[src/via_pkg.sv]
// Shared constants and types for the vectored interrupt acceptance block
package via_pkg;

    // APB register byte offsets
    localparam logic [7:0] OFS_PSW      = 8'h00;
    localparam logic [7:0] OFS_PENDING  = 8'h04;
    localparam logic [7:0] OFS_MASK     = 8'h08;
    localparam logic [7:0] OFS_PRIO_LO  = 8'h0c;
    localparam logic [7:0] OFS_PRIO_HI  = 8'h10;
    localparam logic [7:0] OFS_STATUS   = 8'h14;

    // Status word field positions
    localparam int PSW_IE_BIT   = 7;
    localparam int PSW_IN_SERVICE_LEVEL_BIT1_BIT = 2;
    localparam int PSW_IN_SERVICE_LEVEL_BIT0_BIT = 1;

    // Reset values
    localparam logic [7:0] PSW_RESET  = 8'h06;
    localparam logic [1:0] ISP_IDLE   = 2'h3;

    // Vector table
    localparam logic [19:0] TRAP_VECTOR     = 20'h0007e;
    localparam logic [19:0] VEC_TABLE_BASE  = 20'h00004;

    // Acceptance latency in CPU clocks
    localparam int MIN_LAT_CLKS   = 9;
    localparam int MAX_LAT_CLKS   = 16;
    localparam int ACCEPT_CYCLES  = MIN_LAT_CLKS - 1;
    localparam int CNT_W          = 4;

    // Class of the instruction that the sequencer reports as completed
    typedef enum logic [2:0] {
        INSTR_NORMAL,
        INSTR_HOLD,
        INSTR_PSW_WRITE,
        INSTR_TRAP,
        INSTR_MASKABLE_RETURN,
        INSTR_TRAP_RETURN,
        INSTR_ENABLE_IRQ,
        INSTR_DISABLE_IRQ
    } via_instr_t;

    // Information handed to the sequencer when a service is taken
    typedef struct packed {
        logic        is_trap;
        logic [19:0] vec_addr;
        logic [7:0]  saved_psw;
    } via_take_t;

    // APB request group
    typedef struct packed {
        logic        psel;
        logic        penable;
        logic        pwrite;
        logic [7:0]  paddr;
        logic [31:0] pwdata;
    } via_apb_req_t;

endpackage

[src/via_ctrl.sv]
// Interrupt acceptance, priority and nesting control with APB registers
//
// How it works
// [RULE_01] Source eligible when pending set, mask clear
// [RULE_02] Maskable vectoring only while global enable set
// [RULE_03] Request to branch takes 9 to 16 clocks
// [RULE_04] Highest programmed level wins, then default order
// [RULE_05] Unaccepted requests stay pending until acceptable
// [RULE_06] Accept: push status, push PC, vector, branch
// [RULE_07] Maskable handler returns by maskable return
// [RULE_08] Trap pushes status, PC, clears enable, vector 7E
// [RULE_09] Trap always taken, ignores enable and masks
// [RULE_10] Trap handler leaves only by trap return
// [RULE_11] Nesting needs enable set again by software
// [RULE_12] Nesting only for strictly higher priority; code also lets level 0 nest in level 0
// [RULE_13] After return, one main instruction before acceptance
// [RULE_14] In-service level code 11 means idle
// [RULE_15] Two-bit field: 00 highest, 11 lowest
// [RULE_16] During trap any level accepted if enabled
// [RULE_17] Hold instructions and flag writes defer acceptance
// [RULE_18] Accepted nonzero field minus one becomes level
// [RULE_19] Reset status word is 06H
// [RULE_20] Lower source index wins equal-level ties
//
// Implementation choices: the address map and the APB register port.
`timescale 1ns/1ps

module via_ctrl #(
    parameter int NSRC = 8                            // Maskable sources
) (
    input  wire logic                  pclk,          // CPU clock
    input  wire logic                  presetn,       // Async reset, low
    input  wire via_pkg::via_apb_req_t apb_req,       // APB request
    output logic                       pready,        // APB ready
    output logic [31:0]                prdata,        // APB read data
    output logic                       pslverr,       // APB error
    input  wire logic [NSRC-1:0]       src_event,     // Request pulses
    input  wire logic                  instr_done,    // Instruction ends
    input  wire via_pkg::via_instr_t   instr_class,   // Its class
    input  wire logic [7:0]            psw_wdata,     // Status word value
    output logic                       seq_busy,      // Stall sequencer
    output logic                       seq_push_psw,  // Push status pulse
    output logic                       seq_push_pc,   // Push PC pulse
    output logic                       seq_branch,    // Branch pulse
    output via_pkg::via_take_t         seq_take,      // Taken service
    output logic [7:0]                 program_status_word, // Status
    output logic                       global_irq_enable,   // Enable flag
    output logic                       trap_active          // In trap
);

    typedef enum logic [1:0] {ST_RUN, ST_STACK} via_state_t;

    logic [7:0]             psw_r;
    logic [NSRC-1:0]        pend_r;
    logic [NSRC-1:0]        mask_r;
    logic [NSRC-1:0]        prio_lo_r;
    logic [NSRC-1:0]        prio_hi_r;
    logic                   trap_r;
    logic                   wr_hold_r;
    via_state_t             state_r;
    logic [via_pkg::CNT_W-1:0] cnt_r;
    via_pkg::via_take_t     take_r;

    // Combinational decisions
    logic                   ie;
    logic [1:0]             isp;
    logic                   found;
    logic [$clog2(NSRC)-1:0] best_idx;
    logic [1:0]             best_lvl;
    logic                   boundary;
    logic                   held;
    logic                   take_trap;
    logic                   take_mask;
    logic [NSRC-1:0]        pend_clr;

    // APB decode
    logic                   apb_setup;
    logic                   apb_wr;
    logic                   flag_wr;

    assign ie = psw_r[via_pkg::PSW_IE_BIT];
    assign isp = {psw_r[via_pkg::PSW_IN_SERVICE_LEVEL_BIT1_BIT], psw_r[via_pkg::PSW_IN_SERVICE_LEVEL_BIT0_BIT]};
    assign apb_setup = apb_req.psel && !apb_req.penable;
    assign apb_wr = apb_req.psel && apb_req.penable && apb_req.pwrite;
    assign flag_wr = apb_wr && (apb_req.paddr <= via_pkg::OFS_PRIO_HI);

    // Pick eligible source: lowest level, lower index on ties
    always_comb begin
        found = 1'b0;
        best_idx = '0;
        best_lvl = 2'h3;
        for (int i = 0; i < NSRC; i++) begin
            if (pend_r[i] && !mask_r[i]) begin             // see [RULE_01]
                if (!found || {prio_hi_r[i], prio_lo_r[i]} < best_lvl) begin
                    found = 1'b1;                          // see [RULE_04]
                    best_idx = i[$clog2(NSRC)-1:0];        // see [RULE_20]
                    best_lvl = {prio_hi_r[i], prio_lo_r[i]}; // see [RULE_15]
                end
            end
        end
    end

    // Acceptance only at an instruction boundary; a maskable one also not under hold
    assign boundary = instr_done && (state_r == ST_RUN);
    assign held = wr_hold_r                                // see [RULE_17]
                || instr_class == via_pkg::INSTR_HOLD
                || instr_class == via_pkg::INSTR_PSW_WRITE
                || instr_class == via_pkg::INSTR_MASKABLE_RETURN // see [RULE_13]
                || instr_class == via_pkg::INSTR_TRAP_RETURN
                || instr_class == via_pkg::INSTR_ENABLE_IRQ
                || instr_class == via_pkg::INSTR_DISABLE_IRQ;
    assign take_trap = boundary
                && instr_class == via_pkg::INSTR_TRAP;     // see [RULE_09]
    // Level compare: isp code doubles as highest level still admitted
    assign take_mask = boundary && !take_trap && !held && found
                && ie                                      // see [RULE_02] [RULE_11]
                && (trap_r || best_lvl <= isp);            // see [RULE_12] [RULE_14] [RULE_16]

    always_comb begin
        pend_clr = '0;
        if (take_mask) begin
            pend_clr[best_idx] = 1'b1;
        end
    end

    // Pending flags: a new event beats any clear in the same cycle
    always_ff @(posedge pclk or negedge presetn) begin
        if (!presetn) begin
            pend_r <= '0;
        end else if (apb_wr && apb_req.paddr == via_pkg::OFS_PENDING) begin
            pend_r <= apb_req.pwdata[NSRC-1:0] | src_event;
        end else begin
            pend_r <= (pend_r & ~pend_clr) | src_event;   // see [RULE_05]
        end
    end

    // Mask and priority flags, reset to all masked, lowest level
    always_ff @(posedge pclk or negedge presetn) begin
        if (!presetn) begin
            mask_r    <= '1;
            prio_lo_r <= '1;
            prio_hi_r <= '1;
        end else if (apb_wr) begin
            case (apb_req.paddr)
                via_pkg::OFS_MASK: mask_r <= apb_req.pwdata[NSRC-1:0];
                via_pkg::OFS_PRIO_LO: prio_lo_r <= apb_req.pwdata[NSRC-1:0];
                via_pkg::OFS_PRIO_HI: prio_hi_r <= apb_req.pwdata[NSRC-1:0];
                default: ;
            endcase
        end
    end

    // Flag or status writes block the boundary of the writing instruction
    always_ff @(posedge pclk or negedge presetn) begin
        if (!presetn) begin
            wr_hold_r <= 1'b0;
        end else if (flag_wr) begin
            wr_hold_r <= 1'b1;                             // see [RULE_17]
        end else if (instr_done) begin
            wr_hold_r <= 1'b0;
        end
    end

    // Status word: acceptance outranks instructions in the same cycle
    always_ff @(posedge pclk or negedge presetn) begin
        if (!presetn) begin
            psw_r <= via_pkg::PSW_RESET;                   // see [RULE_19]
        end else if (take_trap) begin
            psw_r[via_pkg::PSW_IE_BIT] <= 1'b0;            // see [RULE_08]
        end else if (take_mask) begin
            psw_r[via_pkg::PSW_IE_BIT] <= 1'b0;            // see [RULE_06]
            // Level 0 and 1 both map to code 00
            if (best_lvl != 2'h0) begin                    // see [RULE_18]
                psw_r[via_pkg::PSW_IN_SERVICE_LEVEL_BIT1_BIT] <= best_lvl[1] & best_lvl[0];
                psw_r[via_pkg::PSW_IN_SERVICE_LEVEL_BIT0_BIT] <= best_lvl[1] & ~best_lvl[0];
            end else begin
                psw_r[via_pkg::PSW_IN_SERVICE_LEVEL_BIT1_BIT] <= 1'b0;
                psw_r[via_pkg::PSW_IN_SERVICE_LEVEL_BIT0_BIT] <= 1'b0;
            end
        end else if (apb_wr && apb_req.paddr == via_pkg::OFS_PSW) begin
            psw_r <= apb_req.pwdata[7:0];
        end else if (instr_done) begin
            case (instr_class)
                via_pkg::INSTR_ENABLE_IRQ:  psw_r[via_pkg::PSW_IE_BIT] <= 1'b1;
                via_pkg::INSTR_DISABLE_IRQ: psw_r[via_pkg::PSW_IE_BIT] <= 1'b0;
                via_pkg::INSTR_PSW_WRITE,
                via_pkg::INSTR_MASKABLE_RETURN,            // see [RULE_07]
                via_pkg::INSTR_TRAP_RETURN: psw_r <= psw_wdata; // see [RULE_10]
                default: ;
            endcase
        end
    end

    // Trap service marker, dropped by the trap return
    always_ff @(posedge pclk or negedge presetn) begin
        if (!presetn) begin
            trap_r <= 1'b0;
        end else if (take_trap) begin
            trap_r <= 1'b1;
        end else if (instr_done
                     && instr_class == via_pkg::INSTR_TRAP_RETURN) begin
            trap_r <= 1'b0;
        end
    end

    // Stacking sequence; its length fixes the least latency
    always_ff @(posedge pclk or negedge presetn) begin
        if (!presetn) begin
            state_r <= ST_RUN;
            cnt_r   <= '0;
            take_r  <= '0;
        end else begin
            case (state_r)
                ST_RUN: begin
                    if (take_trap || take_mask) begin
                        state_r <= ST_STACK;
                        cnt_r   <= '0;
                        take_r.is_trap   <= take_trap;
                        take_r.saved_psw <= psw_r;
                        take_r.vec_addr  <= take_trap ? via_pkg::TRAP_VECTOR
                            : via_pkg::VEC_TABLE_BASE
                              + 20'({best_idx, 1'b0});
                    end
                end
                ST_STACK: begin
                    cnt_r <= cnt_r + 1'b1;                 // see [RULE_03]
                    if (cnt_r == via_pkg::CNT_W'(via_pkg::ACCEPT_CYCLES - 2)) begin
                        state_r <= ST_RUN;
                    end
                end
                default: state_r <= ST_RUN;
            endcase
        end
    end

    // Sequencer strobes: status first, then PC, branch last
    always_ff @(posedge pclk or negedge presetn) begin
        if (!presetn) begin
            seq_busy     <= 1'b0;
            seq_push_psw <= 1'b0;
            seq_push_pc  <= 1'b0;
            seq_branch   <= 1'b0;
        end else begin
            seq_busy     <= (state_r == ST_RUN) ? (take_trap || take_mask)
                : (cnt_r != via_pkg::CNT_W'(via_pkg::ACCEPT_CYCLES - 2));
            seq_push_psw <= state_r == ST_RUN && (take_trap || take_mask);
            seq_push_pc  <= state_r == ST_STACK && cnt_r == '0; // see [RULE_06]
            seq_branch   <= state_r == ST_STACK
                && cnt_r == via_pkg::CNT_W'(via_pkg::ACCEPT_CYCLES - 2);
        end
    end

    // Mirrors of internal state, registered
    always_ff @(posedge pclk or negedge presetn) begin
        if (!presetn) begin
            program_status_word <= via_pkg::PSW_RESET;
            global_irq_enable   <= 1'b0;
            trap_active         <= 1'b0;
        end else begin
            program_status_word <= psw_r;
            global_irq_enable   <= psw_r[via_pkg::PSW_IE_BIT];
            trap_active         <= trap_r;
        end
    end

    // Taken service straight from its stacking register, so the
    // sequencer already sees it in the cycle of the status push
    assign seq_take = take_r;

    // APB slave: data staged in setup, zero wait states
    always_ff @(posedge pclk or negedge presetn) begin
        if (!presetn) begin
            pready  <= 1'b0;
            prdata  <= '0;
            pslverr <= 1'b0;
        end else begin
            pready  <= apb_setup;
            pslverr <= 1'b0;
            prdata  <= '0;
            if (apb_setup) begin
                case (apb_req.paddr)
                    via_pkg::OFS_PSW:     prdata <= {24'h0, psw_r};
                    via_pkg::OFS_PENDING: prdata <= 32'(pend_r);
                    via_pkg::OFS_MASK:    prdata <= 32'(mask_r);
                    via_pkg::OFS_PRIO_LO: prdata <= 32'(prio_lo_r);
                    via_pkg::OFS_PRIO_HI: prdata <= 32'(prio_hi_r);
                    via_pkg::OFS_STATUS:  prdata <= {29'h0, trap_r,
                        state_r == ST_STACK, wr_hold_r};
                    default:              pslverr <= 1'b1;
                endcase
            end
        end
    end

endmodule // via_ctrl

[config.mk]
export PLATFORM = sky130hd
export DESIGN_NAME = via_ctrl
export DESIGN_NICKNAME = d
export VERILOG_FILES = /design/src/via_pkg.sv /design/src/via_ctrl.sv
export SDC_FILE = /design/constraint.sdc
export NUM_CORES = 1
export LEC_CHECK = 0
export ABC_AREA = 1
export ABC_CLOCK_PERIOD_IN_PS = 10100
export BUFFER_PORTS_ARGS = -buffer_cell sky130_fd_sc_hd__buf_2
export CAP_MARGIN = 20
export CELL_PAD_IN_SITES_DETAIL_PLACEMENT = 1
export CELL_PAD_IN_SITES_GLOBAL_PLACEMENT = 1
export CORE_MARGIN = 8
export CORE_UTILIZATION = 40
export CTS_CLUSTER_DIAMETER = 40
export CTS_CLUSTER_SIZE = 12
export DETAILED_ROUTE_END_ITERATION = 10
export PLACE_DENSITY = 0.89
export SLEW_MARGIN = 25
export SYNTH_ARGS = -nofsm -noshare
export SYNTH_HDL_FRONTEND = slang
export SYNTH_SLANG_ARGS = --single-unit
[constraint.sdc]
create_clock -name pclk -period 10.1 [get_ports pclk]
set_clock_uncertainty 0.2 [all_clocks]
set_input_delay 0.505 -clock pclk [delete_from_list [all_inputs] [get_ports pclk]]
set_output_delay 0.505 -clock pclk [all_outputs]
set_load 0.05 [all_outputs]
# == Yosys cells after proc, flatten, opt, wreduce, memory -nomap -nowiden ==
# Cells that the tools add are included.
# Widths: inputs -> output; s select.
# word_totals
elab_cells,217
register_bits,125
out_inout_bits,77
# classes
magnitude_cmp,11
bitwise,9
n_reduce_logical,83
n_mux,71
n_eq_ne,17
n_addsub,2
# ops
operator,n
$pmux 8 s6,1
$mux 8,5
$mux 3,13
$mux 2,19
$logic_and 1x1->1,26
$mux 1,26
$logic_not 1->1,18
$eq 8x4->1 const B,2
$eq 8x5->1 const B,2
$or 8x8->8,2
$logic_or 1x1->1,15
$lt 2x2->1,7
$mux 7,2
$reduce_and 2->1,7
$eq 3x3->1 const B,4
$reduce_bool 2->1,6
$and 8x8->8,1
$eq 8x3->1 const B,1
$le 8x5->1 const B,1
$logic_not 8->1,1
$not 8->8,1
$pmux 4 s2,1
$eq 3x2->1 const B,2
$reduce_bool 3->1,2
24 further kinds,28

# == Depth between registers and ports, before layout ==
# logic_depth
ltp_word,40
ltp_mapped,48

# == Worst setup path after synthesis ==
# OpenSTA, ideal clock, no wires.
# synth_path
kind,reg2reg
from,register mask_r[1]
to,register psw_r[5]
setup_ns,0.127
arrival_ns,5.098
slack_ns,4.674
n_path_buf,0
stages_incl_launch_ff,43
synth_period_minus_slack_ns,5.426
required_ns,9.773
path_cell_list,dfstp_2 -> inv_2 -> nand2_1 -> inv_1 -> nand2_1 -> nand2_2 -> nand3_1 -> nand3_2 -> nand2_2 -> nand2_2 -> nand2_2 -> nand4_2 -> nand2_2 -> nand2_2 -> nand2_2 -> nand3_2 -> nand2_2 -> nand2_1 -> (+7 left out) -> nand2_2 -> inv_2 -> nand2_1 -> o21a_1 -> ha_1 -> nand2_1 -> nand2_1 -> nand2_2 -> nand2_4 -> nand2_2 -> nand2_2 -> ha_1 -> a211oi_1 -> nor3_4 -> nor2_1 -> inv_2 -> nor2_1 -> mux2_1
# synth_via
elab_chain_len,32
# synth_lines
element,line,rtl
"start, declared",via_ctrl.sv:55,logic [NSRC-1:0] mask_r;
"start signal, assigned",via_ctrl.sv:145,via_pkg::OFS_MASK: mask_r <= apb_req.pwdata[NSRC-1:0];
$logic_not 1->1 (*),via_ctrl.sv:93,if (pend_r[i] && !mask_r[i]) begin
$logic_and 1x1->1 (*),via_ctrl.sv:93,
$mux 2 or $mux 1 (tied branches),via_ctrl.sv:93,
$lt 2x2->1 or $logic_not 1->1 (tied branches),via_ctrl.sv:94,"if (!found || {prio_hi_r[i], prio_lo_r[i]} < best_lvl) begin"
$logic_or 1x1->1,via_ctrl.sv:94,
$mux 2 or $mux 1 (tied branches),via_ctrl.sv:94,
$mux 2 or $mux 1 (tied branches),via_ctrl.sv:93,
$lt 2x2->1 or $logic_not 1->1 (tied branches),via_ctrl.sv:94,
(+16 left out),n/a,
$logic_or 1x1->1,via_ctrl.sv:94,
$mux 2 or $mux 1 (tied branches),via_ctrl.sv:94,
$mux 2 or $mux 1 (tied branches),via_ctrl.sv:93,
$le 2x2->1 or $logic_and 1x1->1 (tied branches),"via_ctrl.sv:117, via_ctrl.sv:115",
$logic_or 1x1->1 or $logic_and 1x1->1 (tied branches),"via_ctrl.sv:117, via_ctrl.sv:116",
$logic_and 1x1->1 (*),via_ctrl.sv:117,&& (trap_r || best_lvl <= isp);
$not 1->1 (no source line) (*),n/a,
$reduce_and 4->1 (no source line) (*),n/a,
"end signal, assigned",via_ctrl.sv:167,psw_r <= via_pkg::PSW_RESET;
"end signal, assigned by index",via_ctrl.sv:174,psw_r[via_pkg::PSW_IN_SERVICE_LEVEL_BIT1_BIT] <= best_lvl[1] & best_lvl[0];
"end signal, assigned by index",via_ctrl.sv:175,psw_r[via_pkg::PSW_IN_SERVICE_LEVEL_BIT0_BIT] <= best_lvl[1] & ~best_lvl[0];
"end, declared",via_ctrl.sv:53,logic [7:0] psw_r;
# Mark *: on every way between the ends. The rest lies on a longest branch, timed or not.
# A chain may end at the register's enable or synchronous reset.

# == Final worst setup path ==
# layout_path
from,register prio_hi_r[1]
to,register psw_r[5]
# layout_via
elab_chain_len,33
# layout_lines
element,line,rtl
"start, declared",via_ctrl.sv:57,logic [NSRC-1:0] prio_hi_r;
"start signal, assigned",via_ctrl.sv:147,via_pkg::OFS_PRIO_HI: prio_hi_r <= apb_req.pwdata[NSRC-1:0];
$lt 2x2->1,via_ctrl.sv:94,
$logic_or 1x1->1,via_ctrl.sv:94,
$mux 2 or $mux 1 (tied branches),via_ctrl.sv:94,
$mux 2 or $mux 1 (tied branches),via_ctrl.sv:93,
$lt 2x2->1 or $logic_not 1->1 (tied branches),via_ctrl.sv:94,
$logic_or 1x1->1,via_ctrl.sv:94,
$mux 2 or $mux 1 (tied branches),via_ctrl.sv:94,
$mux 2 or $mux 1 (tied branches),via_ctrl.sv:93,
(+17 left out),n/a,
$logic_or 1x1->1,via_ctrl.sv:94,
$mux 2 or $mux 1 (tied branches),via_ctrl.sv:94,
$mux 2 or $mux 1 (tied branches),via_ctrl.sv:93,
$le 2x2->1 or $logic_and 1x1->1 (tied branches),"via_ctrl.sv:117, via_ctrl.sv:115",
$logic_or 1x1->1 or $logic_and 1x1->1 (tied branches),"via_ctrl.sv:117, via_ctrl.sv:116",
$logic_and 1x1->1 (*),via_ctrl.sv:117,
$not 1->1 (no source line) (*),n/a,
$reduce_and 4->1 (no source line) (*),n/a,
# Marks and branches as above.

==> summary.txt <==
==========================================================================================
Result of the run                                                             complete, but fails checks
Violated checks                                                                hold timing
Global-route wire length before repair                                        23900 microns
Routability congestion estimate                                                      0.921
Total track usage                                                                    0.203
Worst Path Required                                                               10130 ps
Largest fanout on the critical path                                                     19
Crit-path slowest cell                                                        sky130_fd_sc_hd__nor2_2
Starting density of the core                                                         0.409
Final Total Pwr                                                                    1.34 mW
Synth-to-Final Area Change                                                           15.6%
H-Tree Level Count                                                                       3
Period minus WS final                                                              6800 ps
Worst reg2reg endpoint                                                        psw_r[5]$_DFFE_PN0P_
I/O pin count                                                                          142
Cell types with the largest area share after synthesis                        sky130_fd_sc_hd__dfrtp_1 (29%), sky130_fd_sc_hd__dfstp_2 (16%), sky130_fd_sc_hd__nand2_1 (9.9%), sky130_fd_sc_hd__buf_4 (6.6%), sky130_fd_sc_hd__o21ai_0 (5.7%)
Fin nets                                                                               723
Crit path buffers/inverters                                                              4
Total power per unit cell area                                                 248 nW/um^2
Worst-case headroom to the max-slew limit                                            0.310
Initial antenna violation count                                                          0
Mean instance size in the synthesized netlist                                   8.23 sq um
Worst R2R Start                                                               prio_hi_r[1]$_DFFE_PN1P_
Wirelength, routed                                                            14900 microns
Avg WL per Cell                                                               18.7 microns
Total of endpoints with negative setup slack in the final report                         0
Port bufs                                                                               79
Transition at the pin with the smallest max-transition slack                       1030 ps
Vias in the first global route                                                        4644
Crit end category                                                                flip-flop
Type of the setup path with the least slack                                   flip-flop to flip-flop
Remaining antenna violation count                                                        0
Total setup buffers inserted after CTS                                                   0
Most used flip-flop cell after synthesis                                      sky130_fd_sc_hd__dfrtp_1
Final number of max-transition violations                                                0
Most frequent cell after synthesis                                            sky130_fd_sc_hd__nand2_1
Number of flops mapped to enable cells by yosys                                          0
Proportion of layout cells with a drive suffix above 1                               0.271
Post-Synthesis Cells                                                                   567
Max-cap viol count                                                                       0
Worst slack on hold paths                                                         -6.23 ps
Most instantiated cells after synthesis                                       sky130_fd_sc_hd__nand2_1 (123), sky130_fd_sc_hd__inv_1 (66), sky130_fd_sc_hd__dfrtp_1 (55)
Worst reg-to-reg path cell count                                                        41
Maximum resistive drop on vdd                                                       208 uV
Pin count of the biggest net entering global routing                                    84
Worst path top cell family by delay                                           simple AND/OR/NAND/NOR gates
Yosys synthesis warning count                                                            0
CP Launch Point                                                               prio_hi_r[1]$_DFFE_PN1P_
Final HPWL from detailed placement                                            11300 microns
Initial DRC count                                                                      467
Post-detailed-route via-to-cell ratio                                                 5.35
TritonCTS clock tree                                                                  done
Final Hold Vio Count                                                                     6
Via count                                                                             4262
Maximum clock insertion buffer count                                                     2
Clock edge transition at the registers on the reported setup and hold paths          60 ps
Area fraction of the dominant cell type after synthesis                              0.295
Die outline area                                                               15400 sq um
Distinct cell type count after synthesis                                                46
Placeable core region                                                          11400 sq um
Diodes inserted                                                                          0
Clock root buffer master                                                      sky130_fd_sc_hd__clkbuf_16
Die Span X                                                                     124 microns
Final period utilization                                                             0.673
Site row count                                                                          39
Timing-limited maximum frequency                                                   147 MHz
Post-synthesis async set-or-reset flop share                                          1.00
Post-synthesis cell type with the largest combined area                       sky130_fd_sc_hd__dfrtp_1
DR DRC count                                                                             0
Final setup TNS                                                                       0 ps
CTS Hold Bufs                                                                            0
Number of CTS-inserted buffers                                                           9
RSZ-0062 raised after global routing                                                    no
Register-to-Register Setup Slack                                                   3300 ps
Arrival time at the worst endpoint                                                 6830 ps
Share of synthesized area occupied by flip-flops and latches                         0.453
CTS Sinks                                                                               83
Number of resized instances in the post-cts repair step                                  0
Nature of the critical path startpoint                                           flip-flop
CP peak stage delay                                                                 590 ps
Cell mode on critical path                                                    sky130_fd_sc_hd__nand2_2
Number of synthesized register bits                                                     83
Die height                                                                     124 microns
Number of fill cells                                                                  1413
Static leakage power                                                               2.63 nW
First drt pass iteration count                                                           5
Overflow after GRT                                                                       0
Post-synthesis instance area                                                    4670 sq um
Hold Crit Class                                                               input port to async pin
Worst-Skew Late Latency                                                             340 ps
==========================================================================================
-- routing by layer --
layer,wire (microns),track usage
met5,0,0
met2,7200,0.342
met3,1180,0.0413
met1,5610,0.223
met4,861,0.151
-- logic make-up (layout without fill, tap and decap cells) --
logic type                 after synthesis  count (layout)  synth area share
AOI/OAI and AO/OA                      103             103             0.129
DFF                                     83              83             0.453
buffers and inverters                  123             172             0.132
and+or+nand+nor                        245             245             0.255
muxes                                    1               1           0.00241
xor gates and xnor gates                 1               1           0.00188
adders and majority gates               10              10            0.0268
other                                    1              38          0.000804
-- worst max-delay path by stage --
| stage | end | slack [ps] | cells after the start |
|---|---|---|---|
| floorplan | psw_r[5]$_DFFE_PN0P_ | 4670 | 42 |
| global placement | psw_r[5]$_DFFE_PN0P_ | 3400 | 43 |
| detailed placement | psw_r[5]$_DFFE_PN0P_ | 3550 | 43 |
| CTS | psw_r[5]$_DFFE_PN0P_ | 3310 | 41 |
| global route | psw_r[5]$_DFFE_PN0P_ | 2820 | 43 |
| finish | psw_r[5]$_DFFE_PN0P_ | 3300 | 41 |
-- flip-flops by register name, summed over array words and instances (netlist names), 4 cells and up --
signal               flops
program_status_word      7
seq_take                13
cnt_r                    4
prio_lo_r                8
psw_r                    8
pend_r                   8
mask_r                   8
prio_hi_r                8
prdata                   8
-- cells in the final DEF, fill, tap and decap left out, types with 2 or more instances in the layout --
cell type,n
sky130_fd_sc_hd__a21oi_1,17
sky130_fd_sc_hd__a21oi_2,3
sky130_fd_sc_hd__a221oi_1,2
sky130_fd_sc_hd__a31oi_1,7
sky130_fd_sc_hd__a41oi_1,2
sky130_fd_sc_hd__buf_2,78
sky130_fd_sc_hd__clkbuf_16,9
sky130_fd_sc_hd__clkbuf_8,3
sky130_fd_sc_hd__clkinv_2,2
sky130_fd_sc_hd__conb_1,38
sky130_fd_sc_hd__dfrtp_1,55
sky130_fd_sc_hd__dfstp_2,28
sky130_fd_sc_hd__ha_1,10
sky130_fd_sc_hd__inv_1,66
sky130_fd_sc_hd__inv_2,9
sky130_fd_sc_hd__nand2_1,123
sky130_fd_sc_hd__nand2_2,22
sky130_fd_sc_hd__nand2_4,2
sky130_fd_sc_hd__nand3_1,30
sky130_fd_sc_hd__nand3_2,6
sky130_fd_sc_hd__nand3b_1,8
sky130_fd_sc_hd__nand4_1,6
sky130_fd_sc_hd__nand4_2,2
sky130_fd_sc_hd__nor2_1,30
sky130_fd_sc_hd__nor3_1,7
sky130_fd_sc_hd__nor4_1,2
sky130_fd_sc_hd__o21ai_0,53
sky130_fd_sc_hd__o21ai_2,2
sky130_fd_sc_hd__o22ai_1,6
-- area by class of cell --
| type | instances | area, sq um | area share |
|---|---|---|---|
| well taps | 143 | 179 | 0.0332 |
| flip-flops and latches | 83 | 2110 | 0.392 |
| clock inverters | 4 | 47.5 | 0.00881 |
| multi-input cells | 398 | 2090 | 0.388 |
| clock buffers | 12 | 267 | 0.0494 |
| inverters | 76 | 285 | 0.0529 |
| repair buffers | 80 | 409 | 0.0759 |
-- power by group --
group          internal (mW)  switching (mW)  leakage (nW)
Combinational          0.137           0.419          1.52
Sequential             0.394          0.0446         0.950
Clock                  0.211           0.135         0.155
-- per-stage QoR --
step	area, sq um	hold slack, ps	setup WS (ps)	std cells	util
after floorplan	4800	9.41	4670	604	-
after global placement	5060	156	3400	780	0.444
after detailed placement	5070	172	3550	780	0.444
after CTS	5380	153	3310	796	0.471
after global routing	5390	76.1	2820	796	0.472
final	5390	-6.23	3300	796	0.472
(Power assumes the default switching activity.)
